==> config.mk <==
export PLATFORM = sky130hd
export DESIGN_NAME = gpa_port
export DESIGN_NICKNAME = d
export VERILOG_FILES = /design/src/logic/gpa_pkg.sv /design/src/logic/gpa_steer.sv /design/src/logic/gpa_port.sv
export SDC_FILE = /design/constraint.sdc
export NUM_CORES = 1
export LEC_CHECK = 0
export ABC_AREA = 1
export ABC_CLOCK_PERIOD_IN_PS = 2350
export BUFFER_PORTS_ARGS = -buffer_cell sky130_fd_sc_hd__buf_2
export CAP_MARGIN = 20
export CORE_UTILIZATION = 45
export DETAILED_ROUTE_END_ITERATION = 12
export PLACE_DENSITY = 0.89
export SLEW_MARGIN = 10
export SYNTH_ARGS = -nofsm -noshare
export SYNTH_HDL_FRONTEND = slang
export SYNTH_HIERARCHICAL = 1
export SYNTH_SLANG_ARGS = --single-unit
==> constraint.sdc <==
create_clock -name clk -period 2.35 [get_ports clk]
set_input_delay 0.47 -clock clk [delete_from_list [all_inputs] [get_ports clk]]
set_output_delay 0.47 -clock clk [all_outputs]
set_load 0.02 [all_outputs]
==> src/logic/gpa_pkg.sv <==
// gpa_pkg: constants, register map and carrier types of the port block
// assumes byte addressing on the register bus, one 32-bit word per register
package gpa_pkg;

	// port geometry
	localparam int GPA_PINS = 6;
	localparam int GPA_REG_W = 8;
	localparam int GPA_ADDR_W = 8;
	localparam int GPA_DATA_W = 32;

	// register byte offsets
	localparam logic [7:0] GPA_ADDR_DIR = 8'h00;
	localparam logic [7:0] GPA_ADDR_LVL = 8'h04;
	localparam logic [7:0] GPA_ADDR_LAT = 8'h08;
	localparam logic [7:0] GPA_ADDR_ANA = 8'h0c;
	localparam logic [7:0] GPA_ADDR_APF = 8'h10;

	// implemented bits and fixed read values
	localparam logic [5:0] GPA_DIR_MASK = 6'h37;
	localparam logic [5:0] GPA_DIR_FIXED = 6'h08;
	localparam logic [5:0] GPA_LAT_MASK = 6'h37;
	localparam logic [5:0] GPA_ANA_MASK = 6'h17;
	localparam logic [7:0] GPA_APF_MASK = 8'h3b;

	// reset values
	localparam logic [5:0] GPA_DIR_RST = 6'h3f;
	localparam logic [5:0] GPA_LAT_RST = 6'h00;
	localparam logic [5:0] GPA_ANA_RST = 6'h17;
	localparam logic [7:0] GPA_APF_RST = 8'h00;

	// alternate-pin select bit positions
	localparam int GPA_APF_SDO = 5;
	localparam int GPA_APF_SS = 4;
	localparam int GPA_APF_TG = 3;
	localparam int GPA_APF_LC = 1;
	localparam int GPA_APF_OSC = 0;

	// pin indices used by steering
	localparam int GPA_PIN1 = 1;
	localparam int GPA_PIN2 = 2;
	localparam int GPA_PIN3 = 3;
	localparam int GPA_PIN4 = 4;
	localparam int GPA_PIN5 = 5;

	// one steerable peripheral output
	typedef struct packed {
		logic en;
		logic dat;
	} gpa_fn_out_t;

	// peripheral outputs that can be steered
	typedef struct packed {
		gpa_fn_out_t serial_out;
		gpa_fn_out_t logic_cell_output;
		gpa_fn_out_t numeric_osc_output;
	} gpa_periph_out_t;

	// peripheral inputs taken from the selected pin
	typedef struct packed {
		logic slave_select;
		logic timer_gate_input;
	} gpa_periph_in_t;

	// pad drive of one port
	typedef struct packed {
		logic [5:0] dat;
		logic [5:0] oe;
	} gpa_pad_t;

	typedef enum logic {
		GPA_ST_IDLE,
		GPA_ST_ACK
	} gpa_bus_st_t;

endpackage

==> src/logic/gpa_steer.sv <==
// gpa_steer: alternate-pin steering of peripheral functions, combinational
// assumes pad inputs already gated for analog select by the caller
`timescale 1ns/10ps
module gpa_steer
	import gpa_pkg::*;
(
	// alternate-pin control
	input  wire logic [7:0]              alt_pin_function_control,
	// normal port control
	input  wire gpa_pkg::gpa_pad_t       pa_gp,
	input  wire gpa_pkg::gpa_pad_t       pc_gp,
	// peripherals
	input  wire gpa_pkg::gpa_periph_out_t periph,
	output gpa_pkg::gpa_periph_in_t      fn_in,
	// pad levels, digital
	input  wire logic [5:0]              pa_in_dig,
	input  wire logic [5:0]              pc_in_dig,
	// steered drive
	output gpa_pkg::gpa_pad_t            pa_drv,
	output gpa_pkg::gpa_pad_t            pc_drv
);

	logic serial_out_pin_select;
	logic slave_select_pin_select;
	logic timer_gate_pin_select;
	logic logic_cell_pin_select;
	logic osc_output_pin_select;

	assign serial_out_pin_select = alt_pin_function_control[GPA_APF_SDO];
	assign slave_select_pin_select = alt_pin_function_control[GPA_APF_SS];
	assign timer_gate_pin_select = alt_pin_function_control[GPA_APF_TG];
	assign logic_cell_pin_select = alt_pin_function_control[GPA_APF_LC];
	assign osc_output_pin_select = alt_pin_function_control[GPA_APF_OSC];

	// output takeover; oe stays from direction bits
	always_comb begin
		pa_drv = pa_gp;
		pc_drv = pc_gp;
		if (periph.logic_cell_output.en) begin
			if (logic_cell_pin_select)
				pc_drv.dat[GPA_PIN5] = periph.logic_cell_output.dat;
			else
				pa_drv.dat[GPA_PIN2] = periph.logic_cell_output.dat;
		end
		if (periph.serial_out.en) begin
			if (serial_out_pin_select)
				pa_drv.dat[GPA_PIN4] = periph.serial_out.dat;
			else
				pc_drv.dat[GPA_PIN2] = periph.serial_out.dat;
		end
		// osc output outranks serial out on pin 4
		if (periph.numeric_osc_output.en) begin
			if (osc_output_pin_select)
				pa_drv.dat[GPA_PIN4] = periph.numeric_osc_output.dat;
			else
				pc_drv.dat[GPA_PIN1] = periph.numeric_osc_output.dat;
		end
	end

	// input routing
	always_comb begin
		fn_in.slave_select = slave_select_pin_select ?
			pa_in_dig[GPA_PIN3] : pc_in_dig[GPA_PIN3];
		fn_in.timer_gate_input = timer_gate_pin_select ?
			pa_in_dig[GPA_PIN3] : pa_in_dig[GPA_PIN4];
	end

endmodule // gpa_steer

==> src/logic/gpa_port.sv <==
// gpa_port: six-bit general-purpose port with alternate-pin steering
// assumes pad inputs synchronous to clk and an Avalon-MM master on the bus
//
// Behaviour
// - six-bit port, each pin with direction and level bits; pins 0-2, 4 and 5 bidirectional with latch bits.
// - direction bit 1 turns the pin driver off; pin is an input.
// - direction bit 0 drives the pin from its output latch bit.
// - pin 3 is input only; its direction bit always reads one.
// - reading the level register returns actual pin levels.
// - writing the level register updates the output latch.
// - reading the latch register returns latch contents, not pins.
// - port writes load written bits 0-2, 4 and 5 into the output latch; bit 3 is not latched.
// - analog select set disables the pin's digital input buffer.
// - digital reads of an analog-selected pin return zero.
// - analog select never gates digital output drive.
// - direction bits still control drivers on analog pins.
// - analog select bits reset to analog mode.
// - enabled peripheral output takes over pin; level stays readable.
// - alternate-pin bits leave direction bits alone; overrides follow selection.
// - unselected pin stays under normal port control.
// - serial out bit 5: 1 on port A pin 4, 0 port C pin 2.
// - slave select bit 4: 1 port A pin 3, 0 port C pin 3.
// - timer gate bit 3: 1 port A pin 3, 0 port A pin 4.
// - logic cell bit 1: 1 port C pin 5, 0 port A pin 2.
// - osc output bit 0: 1 port A pin 4, 0 port C pin 1.
// - alternate-pin bits 7, 6 and 2 read zero.
//
// The Avalon-MM slave port and the address map were decided locally.
`timescale 1ns/10ps
module gpa_port
	import gpa_pkg::*;
(
	// clock and reset
	input  wire logic                     clk,
	input  wire logic                     srst,
	// avalon-mm slave
	input  wire logic [GPA_ADDR_W-1:0]    avs_address,
	input  wire logic                     avs_read,
	input  wire logic                     avs_write,
	input  wire logic [GPA_DATA_W-1:0]    avs_writedata,
	input  wire logic [3:0]               avs_byteenable,
	output logic      [GPA_DATA_W-1:0]    avs_readdata,
	output logic                          avs_waitrequest,
	// port a pads
	input  wire logic [GPA_PINS-1:0]      pa_in,
	output gpa_pkg::gpa_pad_t             pa_pad,
	output logic      [GPA_PINS-1:0]      pa_ibuf_en,
	// port c pads and its normal control
	input  wire logic [GPA_PINS-1:0]      pc_in,
	input  wire gpa_pkg::gpa_pad_t        pc_gp,
	output gpa_pkg::gpa_pad_t             pc_pad,
	// peripherals
	input  wire gpa_pkg::gpa_periph_out_t periph,
	output gpa_pkg::gpa_periph_in_t       periph_in
);

	import gpa_pkg::*;

	// register state
	logic [5:0] pin_direction_bits_reg;
	logic [5:0] pin_direction_bits_next;
	logic [5:0] output_latch_register_reg;
	logic [5:0] output_latch_register_next;
	logic [5:0] analog_select_bits_reg;
	logic [5:0] analog_select_bits_next;
	logic [7:0] alt_pin_function_control_reg;
	logic [7:0] alt_pin_function_control_next;

	// bus state
	gpa_bus_st_t              bus_st_reg;
	gpa_bus_st_t              bus_st_next;
	logic [GPA_DATA_W-1:0]    readdata_reg;
	logic [GPA_DATA_W-1:0]    readdata_next;
	logic                     waitrequest_reg;
	logic                     waitrequest_next;

	// pad state
	gpa_pad_t                 pa_pad_reg;
	gpa_pad_t                 pc_pad_reg;
	gpa_periph_in_t           periph_in_reg;
	logic [GPA_PINS-1:0]      ibuf_en_reg;

	// decode
	logic                     req;
	logic                     commit_wr;
	logic                     lane0;
	logic                     hit_dir;
	logic                     hit_lvl;
	logic                     hit_lat;
	logic                     hit_ana;
	logic                     hit_apf;

	// derived port values
	logic [5:0]               dir_eff;
	logic [5:0]               pin_level_register;
	logic [5:0]               wr_byte;
	logic [7:0]               rd_byte;
	gpa_pad_t                 pa_gp;
	gpa_pad_t                 pa_drv;
	gpa_pad_t                 pc_drv;
	gpa_periph_in_t           fn_in;

	assign req = avs_read | avs_write;
	assign lane0 = avs_byteenable[0];
	assign hit_dir = (avs_address == GPA_ADDR_DIR);
	assign hit_lvl = (avs_address == GPA_ADDR_LVL);
	assign hit_lat = (avs_address == GPA_ADDR_LAT);
	assign hit_ana = (avs_address == GPA_ADDR_ANA);
	assign hit_apf = (avs_address == GPA_ADDR_APF);
	assign wr_byte = avs_writedata[5:0];

	// write takes effect at the edge where waitrequest is seen low
	assign commit_wr = (bus_st_reg == GPA_ST_ACK) & avs_write & lane0;

	// pin 3 direction fixed at input
	assign dir_eff = (pin_direction_bits_reg & GPA_DIR_MASK)
		| GPA_DIR_FIXED;

	// digital read path, analog pins read zero
	assign pin_level_register = pa_in
		& ~(analog_select_bits_reg & GPA_ANA_MASK);

	// normal port control per pin
	genvar i;
	generate
		for (i = 0; i < GPA_PINS; i++) begin : g_pin
			// driver on only with direction 0; analog select not used here
			assign pa_gp.oe[i] = ~dir_eff[i];
			assign pa_gp.dat[i] = output_latch_register_reg[i];
		end
	endgenerate

	gpa_steer u_steer (
		.alt_pin_function_control (alt_pin_function_control_reg),
		.pa_gp                    (pa_gp),
		.pc_gp                    (pc_gp),
		.periph                   (periph),
		.fn_in                    (fn_in),
		.pa_in_dig                (pin_level_register),
		.pc_in_dig                (pc_in),
		.pa_drv                   (pa_drv),
		.pc_drv                   (pc_drv)
	);

	// direction register
	always_comb begin
		pin_direction_bits_next = pin_direction_bits_reg;
		if (commit_wr && hit_dir)
			pin_direction_bits_next = wr_byte & GPA_DIR_MASK;
	end

	always_ff @(posedge clk) begin
		if (srst)
			pin_direction_bits_reg <= GPA_DIR_RST;
		else
			pin_direction_bits_reg <= pin_direction_bits_next;
	end

	// output latch, written from either port register
	always_comb begin
		output_latch_register_next = output_latch_register_reg;
		if (commit_wr && (hit_lvl || hit_lat))
			output_latch_register_next = wr_byte & GPA_LAT_MASK;
	end

	always_ff @(posedge clk) begin
		if (srst)
			output_latch_register_reg <= GPA_LAT_RST;
		else
			output_latch_register_reg <= output_latch_register_next;
	end

	// analog select
	always_comb begin
		analog_select_bits_next = analog_select_bits_reg;
		if (commit_wr && hit_ana)
			analog_select_bits_next = wr_byte & GPA_ANA_MASK;
	end

	always_ff @(posedge clk) begin
		if (srst)
			analog_select_bits_reg <= GPA_ANA_RST;
		else
			analog_select_bits_reg <= analog_select_bits_next;
	end

	// alternate-pin control
	always_comb begin
		alt_pin_function_control_next = alt_pin_function_control_reg;
		if (commit_wr && hit_apf)
			alt_pin_function_control_next = avs_writedata[7:0]
				& GPA_APF_MASK;
	end

	always_ff @(posedge clk) begin
		if (srst)
			alt_pin_function_control_reg <= GPA_APF_RST;
		else
			alt_pin_function_control_reg <= alt_pin_function_control_next;
	end

	// read mux
	always_comb begin
		rd_byte = 8'h00;
		case (1'b1)
			hit_dir: rd_byte = {2'b00, dir_eff};
			hit_lvl: rd_byte = {2'b00, pin_level_register};
			hit_lat: rd_byte = {2'b00,
				output_latch_register_reg & GPA_LAT_MASK};
			hit_ana: rd_byte = {2'b00,
				analog_select_bits_reg & GPA_ANA_MASK};
			hit_apf: rd_byte = alt_pin_function_control_reg
				& GPA_APF_MASK;
			default: rd_byte = 8'h00;
		endcase
	end

	// bus handshake: one wait cycle, then one answer cycle
	always_comb begin
		bus_st_next = bus_st_reg;
		waitrequest_next = 1'b1;
		readdata_next = readdata_reg;
		case (bus_st_reg)
			GPA_ST_IDLE: begin
				if (req) begin
					bus_st_next = GPA_ST_ACK;
					waitrequest_next = 1'b0;
					readdata_next = {{(GPA_DATA_W - GPA_REG_W){1'b0}}, rd_byte};
				end
			end
			GPA_ST_ACK: begin
				bus_st_next = GPA_ST_IDLE;
				waitrequest_next = 1'b1;
			end
			default: begin
				bus_st_next = GPA_ST_IDLE;
				waitrequest_next = 1'b1;
			end
		endcase
	end

	always_ff @(posedge clk) begin
		if (srst)
			bus_st_reg <= GPA_ST_IDLE;
		else
			bus_st_reg <= bus_st_next;
	end

	always_ff @(posedge clk) begin
		if (srst)
			waitrequest_reg <= 1'b1;
		else
			waitrequest_reg <= waitrequest_next;
	end

	always_ff @(posedge clk) begin
		if (srst)
			readdata_reg <= '0;
		else
			readdata_reg <= readdata_next;
	end

	// pad drive flops
	always_ff @(posedge clk) begin
		if (srst) begin
			pa_pad_reg <= '0;
			pc_pad_reg <= '0;
		end else begin
			pa_pad_reg <= pa_drv;
			pc_pad_reg <= pc_drv;
		end
	end

	// input buffer enables and routed peripheral inputs
	always_ff @(posedge clk) begin
		if (srst) begin
			ibuf_en_reg <= '0;
			periph_in_reg <= '0;
		end else begin
			ibuf_en_reg <= ~(analog_select_bits_reg & GPA_ANA_MASK);
			periph_in_reg <= fn_in;
		end
	end

	assign avs_readdata = readdata_reg;
	assign avs_waitrequest = waitrequest_reg;
	assign pa_pad = pa_pad_reg;
	assign pc_pad = pc_pad_reg;
	assign pa_ibuf_en = ibuf_en_reg;
	assign periph_in = periph_in_reg;

endmodule // gpa_port

Word-level counts from Yosys, hierarchy flattened
Index checks and enable logic that the tools add are counted.
{"block": "op_classes", "n_eq_ne": 4, "muxes": 23, "bitwise": 11, "reduce_logical": 7}
{"op": "2-to-1 mux 8 bit", "n": 4}
{"op": "equality test 8 x 4 -> 1 bit (second input constant)", "n": 2}
{"op": "2-to-1 mux 1 bit", "n": 16}
{"op": "equality test 8 x 3 -> 1 bit (second input constant)", "n": 1}
{"op": "equality test 8 x 5 -> 1 bit (second input constant)", "n": 1}
{"op": "zero test 8 bit", "n": 1}
{"op": "bitwise AND 6 bit", "n": 1}
{"op": "2-to-1 mux 6 bit", "n": 1}
{"op": "inverter 1 bit", "n": 6}
{"op": "inverter 5 -> 6 bit", "n": 1}
{"op": "logical AND 1 bit", "n": 4}
{"op": "one-hot mux 1 bit (2 select lines)", "n": 2}
{"op": "bitwise AND 1 bit", "n": 2}
{"op": "AND reduction 2 bit", "n": 1}
{"op": "logical OR 1 bit", "n": 1}
{"op": "OR 1 bit", "n": 1}
{"block": "totals", "reg_bits": 61, "inputBits": 78, "elab_cells": 60}

Depth between registers and ports, before layout
Gate-level depths: netlist of the first run.
{"block": "depth", "ltp_word": 6, "depth_mapped": 10, "mapped_depth_nobuf": 9}

Modules after synthesis
The synthesis of the first run kept the hierarchy.
{"mod": "gpa_port", "n_inst": 1, "cells_per_inst": 314, "area_each_um2": 2424.8}
{"mod": "gpa_steer", "n_inst": 1, "cells_per_inst": 52, "area_each_um2": 291.5}

Least setup slack after synthesis of the first run
No wires, ideal clock.
{"block": "synth_path", "kind": "input port to flip-flop", "start": "input port avs_address[6]", "end": "register analog_select_bits_reg[1]", "setup_ns": 0.133, "arrival_ns": 1.213, "required_time_ns": 2.217, "path_slack_ns": 1.004, "stages": 9, "n_path_buf": 1, "cell_sequence": "inv_1 nand2_2 nor2_4 buf_6 nand2_2 nor2_4 inv_2 nand2_1 nand3_1"}
{"block": "synth_between", "elab_chain_len": 2}
{"element": "start: declaration", "line": "gpa_port.sv:37", "text": "input wire logic [GPA_ADDR_W-1:0] avs_address,"}
{"element": "equality test 8 x 4 -> 1 bit", "line": "gpa_port.sv:108", "text": "assign hit_ana = (avs_address == GPA_ADDR_ANA);"}
{"element": "logical AND 1 bit", "line": "gpa_port.sv:176", "text": "if (commit_wr && hit_ana)"}
{"element": "end signal: assignment", "line": "gpa_port.sv:184", "text": "analog_select_bits_reg <= analog_select_bits_next;"}
{"element": "end: declaration", "line": "gpa_port.sv:64", "text": "logic [5:0] analog_select_bits_reg;"}
Every way passes these cells.
A chain may end at the register's enable or synchronous reset.

Worst setup path in the final report of the first run
{"block": "layout_path", "start": "input port avs_address[6]", "end": "register output_latch_register_reg[1]"}
{"block": "layout_between", "elab_chain_len": 3}
{"element": "equality test 8 x 3 -> 1 bit or equality test 8 x 4 -> 1 bit (tied branches)", "line": "gpa_port.sv:106, gpa_port.sv:107"}
{"element": "logical OR 1 bit *", "line": "gpa_port.sv:162", "text": "if (commit_wr && (hit_lvl || hit_lat))"}
{"element": "logical AND 1 bit *", "line": "gpa_port.sv:162"}
{"element": "end signal: assignment", "line": "gpa_port.sv:170", "text": "output_latch_register_reg <= output_latch_register_next;"}
{"element": "end: declaration", "line": "gpa_port.sv:62", "text": "logic [5:0] output_latch_register_reg;"}
Mark *: on every way between the ends. The rest lies on a longest branch, timed or not.

==> impl_metrics.ini, run 1 <==
[clocking]
clockRootBuffer = clkbuf_8
cts_hold_buf = 0
cts_buffer_depth = 2
post_cts_resized = 0
cts_tree = done
numCtsBuffers = 9
path_clk_slew_ns = 0.07
postCtsSetupBuffers = 0
insertion_delay_ns = 0.33
htree_levels = 3
clock_sinks = 58

[global_route]
first_global_vias = 2122
grt_usage_pct = 19.9
overflow = 0
grt_first_pass_wirelength_um = 9490
antenna_found_initial = 0
grt_max_degree = 41

[setup_path]
crit_required_ns = 2.58
crit_type = in -> reg
arrival_ns = 1.65
crit_fanout = 13
crit_path_end_kind = flop
worstReg2RegEnd = output_latch_register_reg[1]
rrSetupSlack_ns = 1.01
r2r_start = bus_st_reg
reg2regPathDepth = 5
start_kind = input pin

[finish]
syn_to_final_growth_pct = 16.4
fill_cells = 554
instances_no_fill = 510
fin_nets = 512
drive_above_1_share_pct = 29.2
post-route-util_pct = 55.7
antenna_cells = 0

[placed_design]
dpl.cell_count = 495
hpwl_um = 4440
io_buffers = 82
place_congestion = 0.851

[drt]
dr.pass1.iters = 4
drt-total-wl_um = 5850
drc = 0
dr_total_vias = 2293
drtIter0Drc = 71
ant_nets = 0
via_per_inst = 4.50
routedWlPerCell_um = 11.5

[power_and_ir_drop]
p_per_area_mw_per_mm2 = 707
irDropWorstVdd_mv = 0.491
finalPower_mw = 2.24
p_leak_nw = 1.69

[logic_synthesis]
synth-compound-area-share_pct = 7.42
synth.cell_area_sq_mm = 0.00272
ys_seq_area_share_pct = 42.7
yosysUniqueCellTypes = 24
synth_xor_xnor_area_share_pct = 0
yosysTopAreaCellShare_pct = 42.7
synthAdderAreaFrac_pct = 0
synth_cells = 366
yosysWarnings = 6
yosys.area_share.simple_pct = 25.7
syn_area_per_cell_sq_um = 7.42
synth_seq_cells = 58
synth_top_family_by_area = simple AND/OR/NAND/NOR gates
synth_mux_area_share_pct = 0.829
synth_top_area_cell = dfxtp_1
synth_area_leaders = dfxtp_1 (43%), buf_4 (13%), inv_1 (8.0%)

[floorplanning]
dieArea_sq_mm = 0.00635
pin_count = 143
initial_core_util_pct = 47.9
fp.dieH_um = 79.7
die_x_um = 79.7
rows = 27
core_area_sq_mm = 0.00568

[timing]
finalSetupViolations = 0
post-route-min-period_ns = 1.42
hold_violations = 0
max_freq_mhz = 706
setup_tns_ns = 0
slew_violations = 0
clock_skew_ns = 0.0107
tightest_slew_ns = 0.523
fin_crit_sh_pct = 60.3
maxSlewHeadroom_pct = 65.1
rsz0062_at_grt = false
whs_ns = 0.334

[run]
maxCapViolations = 0

[hold_path]
whs_path_depth = 3
min_path_type = in -> reg
hp-start = pc_gp[6]
holdPathEnd = pc_pad[6]

[status]
status = finished clean
-- layout by cell type (no fill, tap or decap), types with 2 or more instances in the layout --
cell type,count
clkbuf_8,10
conb_1,28
inv_1,58
o21ai_1,3
clkinv_2,2
dfxtp_1,58
nor2_1,54
nand3_2,2
o211ai_1,6
nand3_1,27
inv_2,8
buf_2,82
a21oi_2,2
a21oi_1,13
bufinv_16,2
o21ai_0,10
nor2_4,7
mux2_2,2
nand2_2,7
nand2_1,51
-- stage by stage --
step,cell area [sq um],worst slack (ns)
after global placement,2950,0.611
after floorplan,2820,1.00
after CTS,3160,0.948
after global routing,3160,0.800
final,3160,0.933
after detailed placement,2950,0.583
-- area by class of cell --
type | instances | area [sq um] | share of cell area [%]
clock buffer | 10 | 138 | 4.35
clock inverter | 5 | 78.8 | 2.49
inverter | 66 | 248 | 7.84
multi-input combinational | 216 | 1030 | 32.5
sequential | 58 | 1160 | 36.7
tap | 72 | 90.1 | 2.85
timing repair buffer | 83 | 418 | 13.2
-- critical path: stages --
cell     delay (ns)
buf_2          0.11
inv_1          0.06
nand2_2        0.07
nor2_4         0.32
nand3_1        0.17
nand2_2        0.14
nand2_2        0.11
o21ai_1        0.13
a21oi_1        0.05
-- synth_stat cells (all sizes together) --
library cell,number
inv,66
nor2,61
nand2,59
dfxtp,58
buf,48
nand3,29
a21oi,15
o21ai,13
o211ai,6
clkbuf,5
mux2,2
a41oi,1
conb,1
nor3,1
or2,1
-- cells by family (layout without fill, tap and decap cells) --
family | after synthesis | count (layout)
other cells | 1 | 28
mux | 2 | 2
simple gates | 151 | 151
flops | 58 | 58
buf+inv | 119 | 164
compound gates | 35 | 35
-- metal layers --
| layer | track usage [%] | wire length (um) | up-vias |
|---|---|---|---|
| met1 | 22.4 | 2430 | 989 |
| li1 | - | - | 1173 |
| met5 | 0 | 0 | - |
| met3 | 6.51 | 520 | 17 |
| met2 | 33.8 | 2770 | 114 |
| met4 | 9.09 | 133 | 0 |
-- worst max-delay path by stage --
stage	from	end	slack, ns	depth (start not counted)
after global routing	avs_address[6]	output_latch_register_reg[1]	0.80	9
after CTS	avs_address[6]	output_latch_register_reg[1]	0.95	9
after floorplan	avs_address[6]	analog_select_bits_reg[1]	1.00	9
after global placement	avs_address[6]	output_latch_register_reg[1]	0.61	9
final	avs_address[6]	output_latch_register_reg[1]	0.93	9
after detailed placement	avs_address[6]	output_latch_register_reg[1]	0.58	9
-- power breakdown --
| part | internal [mW] | switching, mW |
|---|---|---|
| Sequential | 1.00 | 0.00583 |
| Combinational | 0.0631 | 0.151 |
| Clock | 0.618 | 0.395 |
| Total | 1.69 | 0.551 |
No activity file was read; power rests on OpenSTA's default activity.
==> inputs of run 2 (changes only) <==
Settings changed: ABC_CLOCK_PERIOD_IN_PS 2350 to 1200, CORE_UTILIZATION 45 to 41, PLACE_DENSITY 0.89 to 0.86.
Clock period 2.35 ns to 1.2 ns, I/O delays scaled along.
==> run 2 against run 1 <==
Global-route usage down 1.1 points; sequential power up 96%; die area up 9.5%; via count up 2.6%; sequential share of layout area down 1.4 points; critical path type is now reg -> out; first-iteration DRC count up 14%; critical endpoint is now avs_readdata[0]; critical path depth down 8.
==> impl_metrics.ini, run 2 (synthesis gave the netlist of run 1 again) <==
[finish]
fin_nets = 530
fill_cells = 652
instances_no_fill = 532
final_cell_mix = buf_2 (82), inv_1 (58), dfxtp_1 (57), nor2_1 (54), nand2_1 (51)
drive_above_1_share_pct = 32.3
final_cell_area_sq_mm = 0.00329
layout_commonest_cell = buf_2
antenna_cells = 0
syn_to_final_growth_pct = 21.2
post-route-util_pct = 51.5

[timing]
whs_ns = 0.112
hold_violations = 0
max_freq_mhz = 912
clock_skew_ns = 0.00700
finalSetupViolations = 0
fin_crit_sh_pct = 91.4
worst_slack_ns = 0.103
post-route-min-period_ns = 1.10
setup_tns_ns = 0
slew_violations = 0

[drt]
routedWlPerCell_um = 11.5
via_per_inst = 4.42
drtIter0Drc = 81
dr_total_vias = 2353
drt-total-wl_um = 6120
dr.pass1.iters = 4
drc = 0
ant_nets = 0

[power_and_ir_drop]
finalPower_mw = 4.22
p_per_area_mw_per_mm2 = 1280
p_leak_nw = 1.77
irDropWorstVdd_mv = 0.775

[global_route]
overflow = 0
grt_max_degree = 22
grt_first_pass_wirelength_um = 10200
first_global_vias = 2261
grt_usage_pct = 18.8
antenna_found_initial = 0

[setup_path]
worstPathCellList = buf_2
rrSetupSlack_ns = 0.11
cp_slowest_cell = dfxtp_1
cp_num_buf_inv = 1
cp_top_family = flip-flops
arrival_ns = 0.86
crit_fanout = 2
reg2regPathDepth = 6
worstReg2RegEnd = analog_select_bits_reg[2]
crit_path_max_incr_delay_ns = 0.36
crit_required_ns = 0.96
r2r_start = bus_st_reg
start_kind = flop
crit_type = reg -> out
crit_path_end_kind = output pin

[status]
status = finished clean

[hold_path]
holdPathEnd = pc_pad[2]
hp-start = pc_gp[2]
min_path_type = in -> reg
whs_path_depth = 3

[placed_design]
dpl.cell_count = 518
dpl-instance-area_sq_mm = 0.00309
io_buffers = 82
hpwl_um = 4790
dp_slack_ns = -0.202
place_congestion = 0.861

[clocking]
htree_levels = 3
insertion_delay_ns = 0.33
clock_sinks = 58
cts_tree = done
numCtsBuffers = 9
clockRootBuffer = clkbuf_8
path_clk_slew_ns = 0.06
postCtsSetupBuffers = 0
cts_buffer_depth = 2

[floorplanning]
fp.dieH_um = 83.4
pin_count = 143
die_x_um = 83.4
dieArea_sq_mm = 0.00695
rows = 29
initial_core_util_pct = 42.5
core_area_sq_mm = 0.00639

[run]
maxCapViolations = 0
-- run 2: what timing repair did --
action,CTS,global route
cloned,0,0
hold buffers,0,0
resized for setup,1,2
setup endpoints to repair,9,9
-- run 2: worst max-delay path by stage --
stage	start	endpoint	slack (ns)	cells after the start
final	avs_readdata[0]	avs_readdata[0]	0.10	1
after global routing	bus_st_reg	analog_select_bits_reg[4]	-0.01	6
after CTS	bus_st_reg	analog_select_bits_reg[2]	0.03	6
after detailed placement	avs_address[4]	analog_select_bits_reg[2]	-0.20	10
after global placement	avs_address[6]	output_latch_register_reg[1]	-0.18	9
after floorplan	bus_st_reg	output_latch_register_reg[1]	0.08	5
-- run 2: power breakdown --
group / internal (mW) / switching (mW)
sequential: 1.97 / 0.0131
combinational: 0.148 / 0.302
clock: 1.04 / 0.746
-- run 2: final cells by class --
cell class | count | area [sq um] | share of cell area [%]
clock buffer | 11 | 151 | 4.60
multi-input combinational | 216 | 1040 | 31.6
clock inverter | 3 | 40.0 | 1.22
inverter | 66 | 248 | 7.53
tap | 77 | 96.3 | 2.93
sequential | 58 | 1160 | 35.3
timing repair buffer | 101 | 553 | 16.8
-- run 2: metal layers --
layer,routed length (um),up-vias,GRT usage (%),share of wire (%)
met2,2920,80,31.8,48
met3,371,12,4.37,6.1
met1,2710,1054,22.1,44
met4,112,0,9.25,1.8
met5,0,-,0,0
li1,-,1207,-,-
